[config.mk]
export PLATFORM = sky130hd
export DESIGN_NAME = tbsc_top
export DESIGN_NICKNAME = d
export VERILOG_FILES = /design/src/verilog/tbsc_pkg.sv /design/src/verilog/tbsc_sync2.sv /design/src/verilog/tbsc_setpoint.sv /design/src/verilog/tbsc_top.sv
export VERILOG_INCLUDE_DIRS = /design/src /design/src/verilog
export SDC_FILE = /design/constraint.sdc
export NUM_CORES = 1
export LEC_CHECK = 0
export BUFFER_PORTS_ARGS = -buffer_cell sky130_fd_sc_hd__buf_2
export CAP_MARGIN = 20
export CORE_ASPECT_RATIO = 0.7
export CORE_MARGIN = 1.5
export CORE_UTILIZATION = 30
export CTS_CLUSTER_DIAMETER = 120
export DETAILED_ROUTE_END_ITERATION = 6
export REMOVE_ABC_BUFFERS = 1
export SYNTH_ARGS = -nofsm -noshare
export SYNTH_HDL_FRONTEND = slang
export SYNTH_SLANG_ARGS = --single-unit
[constraint.sdc]
create_clock -name core_clk -period 4.35 [get_ports core_clk]
set_clock_uncertainty 0.05 [all_clocks]
set_input_delay 0.435 -clock core_clk [delete_from_list [all_inputs] [get_ports core_clk]]
set_output_delay 0.435 -clock core_clk [all_outputs]
set_load 0.01 [all_outputs]
[src/verilog/tbsc_params.svh]
// Register offsets, field positions, reset values and coding constants
`ifndef TBSC_PARAMS_SVH
`define TBSC_PARAMS_SVH

// ************************************************
// Register indices (byte address is four times)
// ************************************************
`define TBSC_IDX_SH_NORM     8'h20
`define TBSC_IDX_SH_STBY     8'h21
`define TBSC_IDX_SH_SLEEP    8'h22
`define TBSC_IDX_SH_MODE     8'h23
`define TBSC_IDX_SH_CONF     8'h24
`define TBSC_IDX_TH_NORM     8'h2e
`define TBSC_IDX_TH_STBY     8'h2f
`define TBSC_IDX_TH_SLEEP    8'h30
`define TBSC_IDX_TH_MODE     8'h31
`define TBSC_IDX_TH_CONF     8'h32
`define TBSC_IDX_CTRL        8'h40
`define TBSC_IDX_STAT        8'h41

// ************************************************
// Reset values and write masks
// ************************************************
`define TBSC_RST_VOLT        8'h00
`define TBSC_RST_MODE        8'h08
`define TBSC_RST_CONF        8'h00
`define TBSC_MASK_VOLT       8'h3f
`define TBSC_MASK_MODE       8'h2f
`define TBSC_MASK_CONF       8'hff
`define TBSC_MASK_CTRL       8'h0f

// ************************************************
// Field positions
// ************************************************
`define TBSC_CONF_ILIM       0
`define TBSC_CONF_FREQ_LO    2
`define TBSC_CONF_PHASE_LO   4
`define TBSC_CONF_SPEED_LO   6
`define TBSC_CTRL_STATE_LO   0
`define TBSC_CTRL_GROUP_LO   2

// ************************************************
// Set-point coding, minimum and step in millivolts, plus low-warning code and half-cycle phase offset
// ************************************************
`define TBSC_VMIN_MV         16'd300
`define TBSC_VSTEP_MV        16'd25
`define TBSC_LIMIT_CODE      6'h0c
`define TBSC_HALF_CYCLE      2'h2

// ************************************************
// Timing counts
// ************************************************
`define TBSC_STRAP_SETTLE    2'h2

`endif

[src/verilog/tbsc_pkg.sv]
// Types shared by the buck set-point control block
package tbsc_pkg;

   // Leg grouping codes
   typedef enum logic [1:0] {
      TBSC_GRP_ALL_SINGLE  = 2'h0,
      TBSC_GRP_SHARED_SNGL = 2'h1,
      TBSC_GRP_SHARED_DUAL = 2'h2,
      TBSC_GRP_RESERVED    = 2'h3
   } tbsc_group_e;

   // Operating states
   typedef enum logic [1:0] {
      TBSC_ST_NORMAL  = 2'h0,
      TBSC_ST_STANDBY = 2'h1,
      TBSC_ST_SLEEP   = 2'h2,
      TBSC_ST_RSVD    = 2'h3
   } tbsc_opstate_e;

   // Switching-node settings
   typedef struct packed {
      logic [1:0] speed;
      logic [1:0] phase;
      logic [1:0] freq;
   } tbsc_node_s;

   // One output's applied settings
   typedef struct packed {
      logic [5:0]  code;
      logic [15:0] millivolt;
      logic [7:0]  mode;
      logic        ilim;
      logic        lowWarn;
   } tbsc_out_s;

endpackage

[src/verilog/tbsc_sync2.sv]
// Two-flop synchroniser for pin-level inputs
`timescale 1ns/1ps
module tbsc_sync2 #(
   parameter int W = 1
) (
   // Clock and reset
   input  wire logic         core_clk,
   input  wire logic         rst_b,
   // Data
   input  wire logic [W-1:0] asyncIn,
   output logic      [W-1:0] syncOut
);

   logic [W-1:0] meta_q;

   // Two stages, first read only by second
   always_ff @(posedge core_clk or negedge rst_b) begin
      if (!rst_b) begin
         meta_q  <= '0;
         syncOut <= '0;
      end else begin
         meta_q  <= asyncIn;
         syncOut <= meta_q;
      end
   end

endmodule

[src/verilog/tbsc_setpoint.sv]
// Set-point selection and voltage coding for one output
`timescale 1ns/1ps
`include "tbsc_params.svh"
module tbsc_setpoint
   import tbsc_pkg::*;
(
   // Clock and reset
   input  wire logic          core_clk,
   input  wire logic          rst_b,
   // Settings
   input  wire tbsc_opstate_e opState,
   input  wire logic [5:0]    normCode,
   input  wire logic [5:0]    stbyCode,
   input  wire logic [5:0]    sleepCode,
   input  wire logic [7:0]    modeReg,
   input  wire logic          ilim,
   // Applied result
   output tbsc_out_s          outSet
);

   logic [5:0] code;

   // Code chosen by operating state
   always_comb begin
      case (opState)
         TBSC_ST_STANDBY: code = stbyCode;
         TBSC_ST_SLEEP:   code = sleepCode;
         default:         code = normCode;
      endcase
   end

   // Registered voltage, linear from minimum
   always_ff @(posedge core_clk or negedge rst_b) begin
      if (!rst_b) begin
         outSet <= '0;
      end else begin
         outSet.code      <= code;
         outSet.millivolt <= `TBSC_VMIN_MV + (16'(code) * `TBSC_VSTEP_MV);
         outSet.mode      <= modeReg;
         outSet.ilim      <= ilim;
         outSet.lowWarn   <= (code <= `TBSC_LIMIT_CODE);
      end
   end

endmodule

[src/verilog/tbsc_top.sv]
// AXI4-Lite register bank and leg steering for the triple-leg buck group
`timescale 1ns/1ps
`include "tbsc_params.svh"

module tbsc_top
   import tbsc_pkg::*;
(
   // Clock and reset
   input  wire logic          core_clk,
   input  wire logic          rst_b,
   // AXI4-Lite write address
   input  wire logic [31:0]   s_axi_awaddr,
   input  wire logic          s_axi_awvalid,
   output logic               s_axi_awready,
   // AXI4-Lite write data
   input  wire logic [31:0]   s_axi_wdata,
   input  wire logic [3:0]    s_axi_wstrb,
   input  wire logic          s_axi_wvalid,
   output logic               s_axi_wready,
   // AXI4-Lite write response
   output logic [1:0]         s_axi_bresp,
   output logic               s_axi_bvalid,
   input  wire logic          s_axi_bready,
   // AXI4-Lite read address
   input  wire logic [31:0]   s_axi_araddr,
   input  wire logic          s_axi_arvalid,
   output logic               s_axi_arready,
   // AXI4-Lite read data
   output logic [31:0]        s_axi_rdata,
   output logic [1:0]         s_axi_rresp,
   output logic               s_axi_rvalid,
   input  wire logic          s_axi_rready,
   // Factory grouping strap and state pins
   input  wire logic [1:0]    legGroupingPin,
   input  wire logic [1:0]    opStatePin,
   // Switching-node settings
   output tbsc_node_s         legANode,
   output tbsc_node_s         legBNode,
   output tbsc_node_s         legCNode,
   // Applied output settings
   output tbsc_out_s          sharedOut,
   output tbsc_out_s          thirdOut,
   output tbsc_group_e        legGrouping
);

   // ************************************************
   // Register storage
   // ************************************************
   logic [7:0] regs_q [10];
   logic [3:0] ctrl_q;
   logic [1:0] strap;
   logic [1:0] pinState;
   logic       strapDone_q;
   logic [1:0] strapCnt_q;
   // Effective state, pin or software override
   tbsc_opstate_e opSel;

   // Map an index onto a storage slot, or -1
   function automatic int slotOf(input logic [7:0] idx);
      case (idx)
         `TBSC_IDX_SH_NORM:  slotOf = 0;
         `TBSC_IDX_SH_STBY:  slotOf = 1;
         `TBSC_IDX_SH_SLEEP: slotOf = 2;
         `TBSC_IDX_SH_MODE:  slotOf = 3;
         `TBSC_IDX_SH_CONF:  slotOf = 4;
         `TBSC_IDX_TH_NORM:  slotOf = 5;
         `TBSC_IDX_TH_STBY:  slotOf = 6;
         `TBSC_IDX_TH_SLEEP: slotOf = 7;
         `TBSC_IDX_TH_MODE:  slotOf = 8;
         `TBSC_IDX_TH_CONF:  slotOf = 9;
         default:            slotOf = -1;
      endcase
   endfunction

   // Writable bits per slot
   function automatic logic [7:0] maskOf(input int slot);
      case (slot)
         3, 8:    maskOf = `TBSC_MASK_MODE;
         4, 9:    maskOf = `TBSC_MASK_CONF;
         default: maskOf = `TBSC_MASK_VOLT;
      endcase
   endfunction

   // Reset value per slot
   function automatic logic [7:0] resetOf(input int slot);
      case (slot)
         3, 8:    resetOf = `TBSC_RST_MODE;
         4, 9:    resetOf = `TBSC_RST_CONF;
         default: resetOf = `TBSC_RST_VOLT;
      endcase
   endfunction

   // ************************************************
   // Pin synchronisers
   // ************************************************
   tbsc_sync2 #(.W(2)) u_syncStrap (
      .core_clk (core_clk),
      .rst_b    (rst_b),
      .asyncIn  (legGroupingPin),
      .syncOut  (strap)
   );

   tbsc_sync2 #(.W(2)) u_syncState (
      .core_clk (core_clk),
      .rst_b    (rst_b),
      .asyncIn  (opStatePin),
      .syncOut  (pinState)
   );

   // Grouping caught once, after the strap has crossed both sync stages
   // Capturing earlier would latch the synchroniser's reset zero
   always_ff @(posedge core_clk or negedge rst_b) begin
      if (!rst_b) begin
         legGrouping <= TBSC_GRP_ALL_SINGLE;
         strapCnt_q  <= 2'h0;
         strapDone_q <= 1'b0;
      end else if (!strapDone_q) begin
         if (strapCnt_q == `TBSC_STRAP_SETTLE) begin
            legGrouping <= tbsc_group_e'(strap);
            strapDone_q <= 1'b1;
         end else begin
            strapCnt_q <= strapCnt_q + 2'h1;
         end
      end
   end

   // ************************************************
   // AXI4-Lite write path
   // ************************************************
   logic        awHeld_q;
   logic        wHeld_q;
   logic [7:0]  wIdx_q;
   logic [31:0] wData_q;
   logic [3:0]  wStrb_q;
   logic        doWrite;
   int          wSlot;

   assign doWrite = awHeld_q && wHeld_q && !s_axi_bvalid;
   assign wSlot   = slotOf(wIdx_q);

   // Address capture, any order against data
   always_ff @(posedge core_clk or negedge rst_b) begin
      if (!rst_b) begin
         awHeld_q      <= 1'b0;
         wIdx_q        <= 8'h00;
         s_axi_awready <= 1'b1;
      end else if (s_axi_awvalid && s_axi_awready) begin
         awHeld_q      <= 1'b1;
         wIdx_q        <= s_axi_awaddr[9:2];
         s_axi_awready <= 1'b0;
      end else if (s_axi_bvalid && s_axi_bready) begin
         awHeld_q      <= 1'b0;
         s_axi_awready <= 1'b1;
      end
   end

   // Data capture
   always_ff @(posedge core_clk or negedge rst_b) begin
      if (!rst_b) begin
         wHeld_q      <= 1'b0;
         wData_q      <= 32'h0000_0000;
         wStrb_q      <= 4'h0;
         s_axi_wready <= 1'b1;
      end else if (s_axi_wvalid && s_axi_wready) begin
         wHeld_q      <= 1'b1;
         wData_q      <= s_axi_wdata;
         wStrb_q      <= s_axi_wstrb;
         s_axi_wready <= 1'b0;
      end else if (s_axi_bvalid && s_axi_bready) begin
         wHeld_q      <= 1'b0;
         s_axi_wready <= 1'b1;
      end
   end

   // Write response, DECERR for unmapped
   always_ff @(posedge core_clk or negedge rst_b) begin
      if (!rst_b) begin
         s_axi_bvalid <= 1'b0;
         s_axi_bresp  <= 2'h0;
      end else if (doWrite) begin
         s_axi_bvalid <= 1'b1;
         s_axi_bresp  <= (wSlot >= 0 || wIdx_q == `TBSC_IDX_CTRL || wIdx_q == `TBSC_IDX_STAT) ? 2'h0 : 2'h3;
      end else if (s_axi_bready) begin
         s_axi_bvalid <= 1'b0;
      end
   end

   // Register storage, low byte lane only
   genvar g;
   generate
      for (g = 0; g < 10; g++) begin : gRegs
         always_ff @(posedge core_clk or negedge rst_b) begin
            if (!rst_b) begin
               regs_q[g] <= resetOf(g);
            end else if (doWrite && wSlot == g && wStrb_q[0]) begin
               regs_q[g] <= wData_q[7:0] & maskOf(g);
            end
         end
      end
   endgenerate

   // Own control: state override and enable
   always_ff @(posedge core_clk or negedge rst_b) begin
      if (!rst_b) begin
         ctrl_q <= 4'h0;
      end else if (doWrite && wIdx_q == `TBSC_IDX_CTRL && wStrb_q[0]) begin
         ctrl_q <= 4'(wData_q[7:0] & `TBSC_MASK_CTRL);
      end
   end

   // ************************************************
   // AXI4-Lite read path
   // ************************************************
   logic [7:0] rdByte;
   logic       rdHit;
   int         rSlot;

   assign rSlot = slotOf(s_axi_araddr[9:2]);

   // Read data selection
   always_comb begin
      rdByte = 8'h00;
      rdHit  = 1'b1;
      if (rSlot >= 0) begin
         rdByte = regs_q[rSlot];
      end else if (s_axi_araddr[9:2] == `TBSC_IDX_CTRL) begin
         rdByte = {4'h0, ctrl_q};
      end else if (s_axi_araddr[9:2] == `TBSC_IDX_STAT) begin
         rdByte = {2'h0, thirdOut.lowWarn, sharedOut.lowWarn, opSel, legGrouping};
      end else begin
         rdHit = 1'b0;
      end
   end

   // Read answer one cycle after address
   always_ff @(posedge core_clk or negedge rst_b) begin
      if (!rst_b) begin
         s_axi_rvalid  <= 1'b0;
         s_axi_rdata   <= 32'h0000_0000;
         s_axi_rresp   <= 2'h0;
         s_axi_arready <= 1'b1;
      end else if (s_axi_arvalid && s_axi_arready) begin
         s_axi_rvalid  <= 1'b1;
         s_axi_rdata   <= {24'h00_0000, rdByte};
         s_axi_rresp   <= rdHit ? 2'h0 : 2'h3;
         s_axi_arready <= 1'b0;
      end else if (s_axi_rvalid && s_axi_rready) begin
         s_axi_rvalid  <= 1'b0;
         s_axi_arready <= 1'b1;
      end
   end

   // ************************************************
   // Operating state and set points
   // ************************************************

   // Software override when bit 2 set
   always_comb begin
      if (ctrl_q[2]) begin
         opSel = tbsc_opstate_e'(ctrl_q[1:0]);
      end else begin
         opSel = tbsc_opstate_e'(pinState);
      end
   end

   // Shared output set point, own registers
   tbsc_setpoint u_sharedSet (
      .core_clk  (core_clk),
      .rst_b     (rst_b),
      .opState   (opSel),
      .normCode  (regs_q[0][5:0]),
      .stbyCode  (regs_q[1][5:0]),
      .sleepCode (regs_q[2][5:0]),
      .modeReg   (regs_q[3]),
      .ilim      (regs_q[4][`TBSC_CONF_ILIM]),
      .outSet    (sharedOut)
   );

   // Third output set point, own registers
   tbsc_setpoint u_thirdSet (
      .core_clk  (core_clk),
      .rst_b     (rst_b),
      .opState   (opSel),
      .normCode  (regs_q[5][5:0]),
      .stbyCode  (regs_q[6][5:0]),
      .sleepCode (regs_q[7][5:0]),
      .modeReg   (regs_q[8]),
      .ilim      (regs_q[9][`TBSC_CONF_ILIM]),
      .outSet    (thirdOut)
   );

   // ************************************************
   // Switching-node steering
   // ************************************************
   tbsc_node_s sharedCfg;
   tbsc_node_s thirdCfg;

   // Field extraction, phase in quarter steps
   assign sharedCfg = '{speed: regs_q[4][7:6], phase: regs_q[4][5:4], freq: regs_q[4][3:2]};
   assign thirdCfg  = '{speed: regs_q[9][7:6], phase: regs_q[9][5:4], freq: regs_q[9][3:2]};

   // Per-grouping node settings
   always_ff @(posedge core_clk or negedge rst_b) begin
      if (!rst_b) begin
         legANode <= '0;
         legBNode <= '0;
         legCNode <= '0;
      end else begin
         legCNode <= thirdCfg;
         case (legGrouping)
            TBSC_GRP_SHARED_SNGL: begin
               legANode <= sharedCfg;
               legBNode <= sharedCfg;
            end
            TBSC_GRP_SHARED_DUAL: begin
               legANode <= sharedCfg;
               legBNode <= '{speed: sharedCfg.speed, phase: sharedCfg.phase + `TBSC_HALF_CYCLE,
                             freq: sharedCfg.freq};
            end
            TBSC_GRP_ALL_SINGLE: begin
               legANode <= thirdCfg;
               legBNode <= thirdCfg;
            end
            default: begin
               legANode <= thirdCfg;
               legBNode <= thirdCfg;
            end
         endcase
      end
   end

endmodule

==> summary.md <==
| Metric | Value |
|---|---|
| Weighted congestion reported at the end of routability-driven placement | `0.895` |
| Number of storage elements in the synthesis netlist | `177` |
| Sink Count | `177` |
| Yosys synthesis warning count | `0` |
| Die width | `212 µm` |
| GR Util All Layers | `15.9%` |
| Internal reg-to-reg setup slack | `260 ps` |
| CP Capture Type | `flip-flop` |
| Met2 wirelength from detailed routing | `9.80 mm` |
| Worst Reg2Reg Path Length in Cells | `18` |
| Destination of the worst register-to-register timing path | `u_sharedSet.outSet[21]$_DFF_PN0_` |
| Antenna-violating nets left | `0` |
| Number of max-cap violations | `0` |
| Insertion delay of the later-clocked pin in the worst-skew pair | `450 ps` |
| Height of the die | `149 µm` |
| Top-Level Pins | `236` |
| Number of design-rule violations left by the first detailed-router iteration | `311` |
| Peak supply drop | `0.254 mV` |
| Sum of negative setup slack | `0 ps` |
| Routed length on met1 | `12.4 mm` |
| Required time of the worst setup path | `4640 ps` |
| Post-synth ARST share | `100%` |
| Pin count of the biggest net entering global routing | `97` |
| Final critical-path required period | `4090 ps` |
| Synth Cell Area | `9130 µm²` |
| Number of global-route vias before repair | `6,223` |
| Area of the core | `30,000 µm²` |
| Number of distinct standard cells referenced by the synthesized netlist | `77` |
| Clock-pin slew reported for the worst setup and hold paths after clock tree synthesis | `80 ps` |
| Data arrival time of the critical path | `4390 ps` |
| # setup viols final | `0` |
| Final HPWL from detailed placement | `17.7 mm` |
| Global-route wire length before repair | `37.1 mm` |
| Routed length on met3 | `1.43 mm` |
| Antenna diode count | `0` |
| Vias | `6,381` |
| Most common library cell in the layout ignoring fill and taps | `sky130_fd_sc_hd__dfrtp_1` |
| Share of cells above drive strength 1 | `35.9%` |
| Clock tree from TritonCTS | `built` |
| Fmax achieved | `244 MHz` |
| Final hold vios | `5` |
| Largest buffer count on any clock path | `2` |
| Sequential cell area fraction in the yosys report | `48.6%` |
| Post-synth EDFFs | `0` |
| Worst setup startpoint | `ctrl_q[2]$_DFFE_PN0P_` |
| DRT Pass-1 Iters | `5` |
| Grt total ovfl | `0` |
| Highest routed metal layer | `met5` |
| Leak pwr | `5.46 nW` |
| Standard-cell row count | `53` |
| Average wire per cell in the routed design | `17.7 µm` |
| Via/cell ratio | `4.72` |
| Fill cell count | `3,037` |
| CTS root buf | `sky130_fd_sc_hd__clkbuf_16` |
| Synth Flop Type | `sky130_fd_sc_hd__dfrtp_1` |
| Number of nets at the end of the flow | `1,099` |
| Post-Synthesis Mean Instance Area | `11.8 µm²` |
| Cells after Synth | `777` |
| Layout overhead on the synthesized area | `19.4%` |
| Final hold slack | `-28.5 ps` |
| Pin slew with the least headroom to its limit | `991 ps` |
| Initial antenna violation count | `1` |
| Violations in the final reports | `hold timing` |
| Share of the clock period used by the worst path | `94.1%` |
| FF-to-FF Start | `ctrl_q[2]$_DFFE_PN0P_` |
| Element type at the critical path start | `flip-flop` |
| Max FO, Critical Path | `12` |
| Status | `finished, violations left` |
| Finished Core Util | `36.4%` |
| DR DRC count | `0` |
| Sum of routed wire length over all layers | `23.9 mm` |
| Die area | `31,500 µm²` |
| Max Slew Vio Count | `0` |
| IO Port Bufs | `122` |
| Total clock buffers created by CTS | `17` |
| H-tree depth reported by CTS | `4` |
| Initial Utilization | `30.5%` |
| Max transition margin | `33.9%` |
| Post-route total power | `4.18 mW` |
| Power Density | `383 nW/µm²` |
| Setup CP Type | `flip-flop to flip-flop` |
| Type of the worst min-delay path | `primary input to async pin` |
| Commonest cells after routing, fill and taps aside | `171 x sky130_fd_sc_hd__dfrtp_1, 121 x sky130_fd_sc_hd__buf_2, 90 x sky130_fd_sc_hd__mux2_2, 52 x sky130_fd_sc_hd__ha_1, 50 x sky130_fd_sc_hd__buf_4` |
worst max-delay path by stage:
stage	endpoint	slack [ps]	cells after the start
floorplan	u_sharedSet.outSet[21]$_DFF_PN0_	190	16
global placement	u_thirdSet.outSet[21]$_DFF_PN0_	-7	18
detailed placement	u_sharedSet.outSet[21]$_DFF_PN0_	-110	16
CTS	u_sharedSet.outSet[21]$_DFF_PN0_	50	19
global route	u_sharedSet.outSet[21]$_DFF_PN0_	-20	19
finish	u_sharedSet.outSet[21]$_DFF_PN0_	260	18
logic make-up after synthesis:
kind of cell / Yosys count / share of synthesized area [%]
flip-flops: 177 / 48.6
AND/OR/NAND/NOR: 148 / 8.59
AO/OA/AOI/OAI: 143 / 10.8
multiplexers: 115 / 14.3
buffers and inverters: 114 / 7.08
adder cells (fa/ha/maj): 61 / 8.85
XOR/XNOR: 18 / 1.81
other: 1 / 0.0411
critical path: stages, from the launching register on:
cell and delay [ps]:
sky130_fd_sc_hd__dfrtp_2 450, sky130_fd_sc_hd__mux2i_4 200, sky130_fd_sc_hd__buf_4 150, sky130_fd_sc_hd__ha_4 360, sky130_fd_sc_hd__buf_4 160, sky130_fd_sc_hd__nor2_1 40
sky130_fd_sc_hd__a21oi_1 110, sky130_fd_sc_hd__buf_4 140, sky130_fd_sc_hd__ha_1 240, sky130_fd_sc_hd__fa_1 520, sky130_fd_sc_hd__inv_1 50, sky130_fd_sc_hd__ha_1 330
sky130_fd_sc_hd__ha_1 300, sky130_fd_sc_hd__a21o_1 170, sky130_fd_sc_hd__a21oi_2 170, sky130_fd_sc_hd__o21bai_1 100, sky130_fd_sc_hd__a21oi_2 160, sky130_fd_sc_hd__o21bai_1 100
sky130_fd_sc_hd__a21o_1 190
repair_timing:
action,CTS,global route
buffers inserted,1,0
pin swaps,0,2
endpoints found under the setup margin,6,7
gates resized for setup,7,8
hold buffers,0,0
gates cloned,0,0
state kept, by name, indices dropped and copies added (netlist names), 2 cells and up:
name                 cells
ctrl_q                   4
legANode                 6
legBNode                 6
legCNode                 6
legGrouping              2
regs_q                  62
s_axi_rdata              8
strapCnt_q               2
u_sharedSet.outSet      23
u_syncState.meta_q       2
u_syncState.syncOut      2
u_syncStrap.meta_q       2
u_syncStrap.syncOut      2
u_thirdSet.outSet       23
wData_q                  8
wIdx_q                   8
stage by stage:
stage | worst slack [ps] | cells | cell area, µm²
6_report | 255 | 1352 | 10900
5_1_grt | -19.6 | 1352 | 10900
4_1_cts | 45.8 | 1352 | 10900
3_5_place_dp | -114 | 1319 | 10300
3_3_place_gp | -6.64 | 1319 | 10300
2_1_floorplan | 187 | 736 | 8760
layer usage:
layer	vias up	track usage, %
met5	-	0
met4	2	4.39
met3	19	4.76
met2	169	21.3
met1	3203	24.2
li1	2988	-
report_power, final:
part,internal (mW),switching (mW),total (mW)
registers,1.80,0.256,2.05
logic,0.282,0.339,0.621
clock network,0.756,0.747,1.50
area by class of cell:
class | count | area (µm²) | area share [%]
multi-input combinational | 523 | 4260 | 39.0
clock buffer | 17 | 425 | 3.90
sequential | 177 | 4440 | 40.7
clock inverter | 15 | 144 | 1.32
inverter | 36 | 135 | 1.24
tap | 412 | 515 | 4.73
timing repair buffer | 172 | 992 | 9.10
cell usage after synthesis, types with 3 or more instances:
| library cell | number | area [µm²] |
|---|---|---|
| sky130_fd_sc_hd__nor2_1 | 40 | 150 |
| sky130_fd_sc_hd__ha_1 | 55 | 688 |
| sky130_fd_sc_hd__or2_1 | 3 | 18.8 |
| sky130_fd_sc_hd__a21boi_0 | 3 | 22.5 |
| sky130_fd_sc_hd__a21o_1 | 4 | 30.0 |
| sky130_fd_sc_hd__mux2i_1 | 17 | 170 |
| sky130_fd_sc_hd__xor2_1 | 3 | 26.3 |
| sky130_fd_sc_hd__o21ai_0 | 22 | 110 |
| sky130_fd_sc_hd__o211ai_1 | 5 | 37.5 |
| sky130_fd_sc_hd__dfrtp_1 | 172 | 4300 |
| sky130_fd_sc_hd__nand3_1 | 10 | 50.1 |
| sky130_fd_sc_hd__nor2_2 | 4 | 25.0 |
| sky130_fd_sc_hd__nor3_1 | 9 | 45.0 |
| sky130_fd_sc_hd__nand2b_1 | 5 | 31.3 |
| sky130_fd_sc_hd__a21oi_1 | 35 | 175 |
| sky130_fd_sc_hd__and3_1 | 3 | 18.8 |
| sky130_fd_sc_hd__fa_1 | 6 | 120 |
| sky130_fd_sc_hd__xnor2_1 | 14 | 123 |
| sky130_fd_sc_hd__dfstp_2 | 5 | 131 |
| sky130_fd_sc_hd__nand4_1 | 7 | 43.8 |
| sky130_fd_sc_hd__buf_6 | 3 | 33.8 |
| sky130_fd_sc_hd__or3_1 | 4 | 25.0 |
| sky130_fd_sc_hd__a22o_1 | 5 | 43.8 |
| sky130_fd_sc_hd__o22ai_1 | 4 | 25.0 |
| sky130_fd_sc_hd__nor3b_1 | 5 | 37.5 |
| sky130_fd_sc_hd__mux2_2 | 90 | 1010 |
| sky130_fd_sc_hd__o31ai_1 | 6 | 45.0 |
| sky130_fd_sc_hd__a31oi_1 | 7 | 43.8 |
| sky130_fd_sc_hd__clkbuf_1 | 13 | 48.8 |
| sky130_fd_sc_hd__nand2_1 | 35 | 131 |
| sky130_fd_sc_hd__a22oi_1 | 14 | 105 |
| sky130_fd_sc_hd__o22a_1 | 3 | 26.3 |
| sky130_fd_sc_hd__buf_2 | 11 | 55.1 |
| sky130_fd_sc_hd__mux2_4 | 8 | 120 |
| sky130_fd_sc_hd__buf_4 | 48 | 360 |
| sky130_fd_sc_hd__o21bai_1 | 9 | 67.6 |
| sky130_fd_sc_hd__inv_1 | 36 | 135 |
Power figures use the tool's default switching activity.
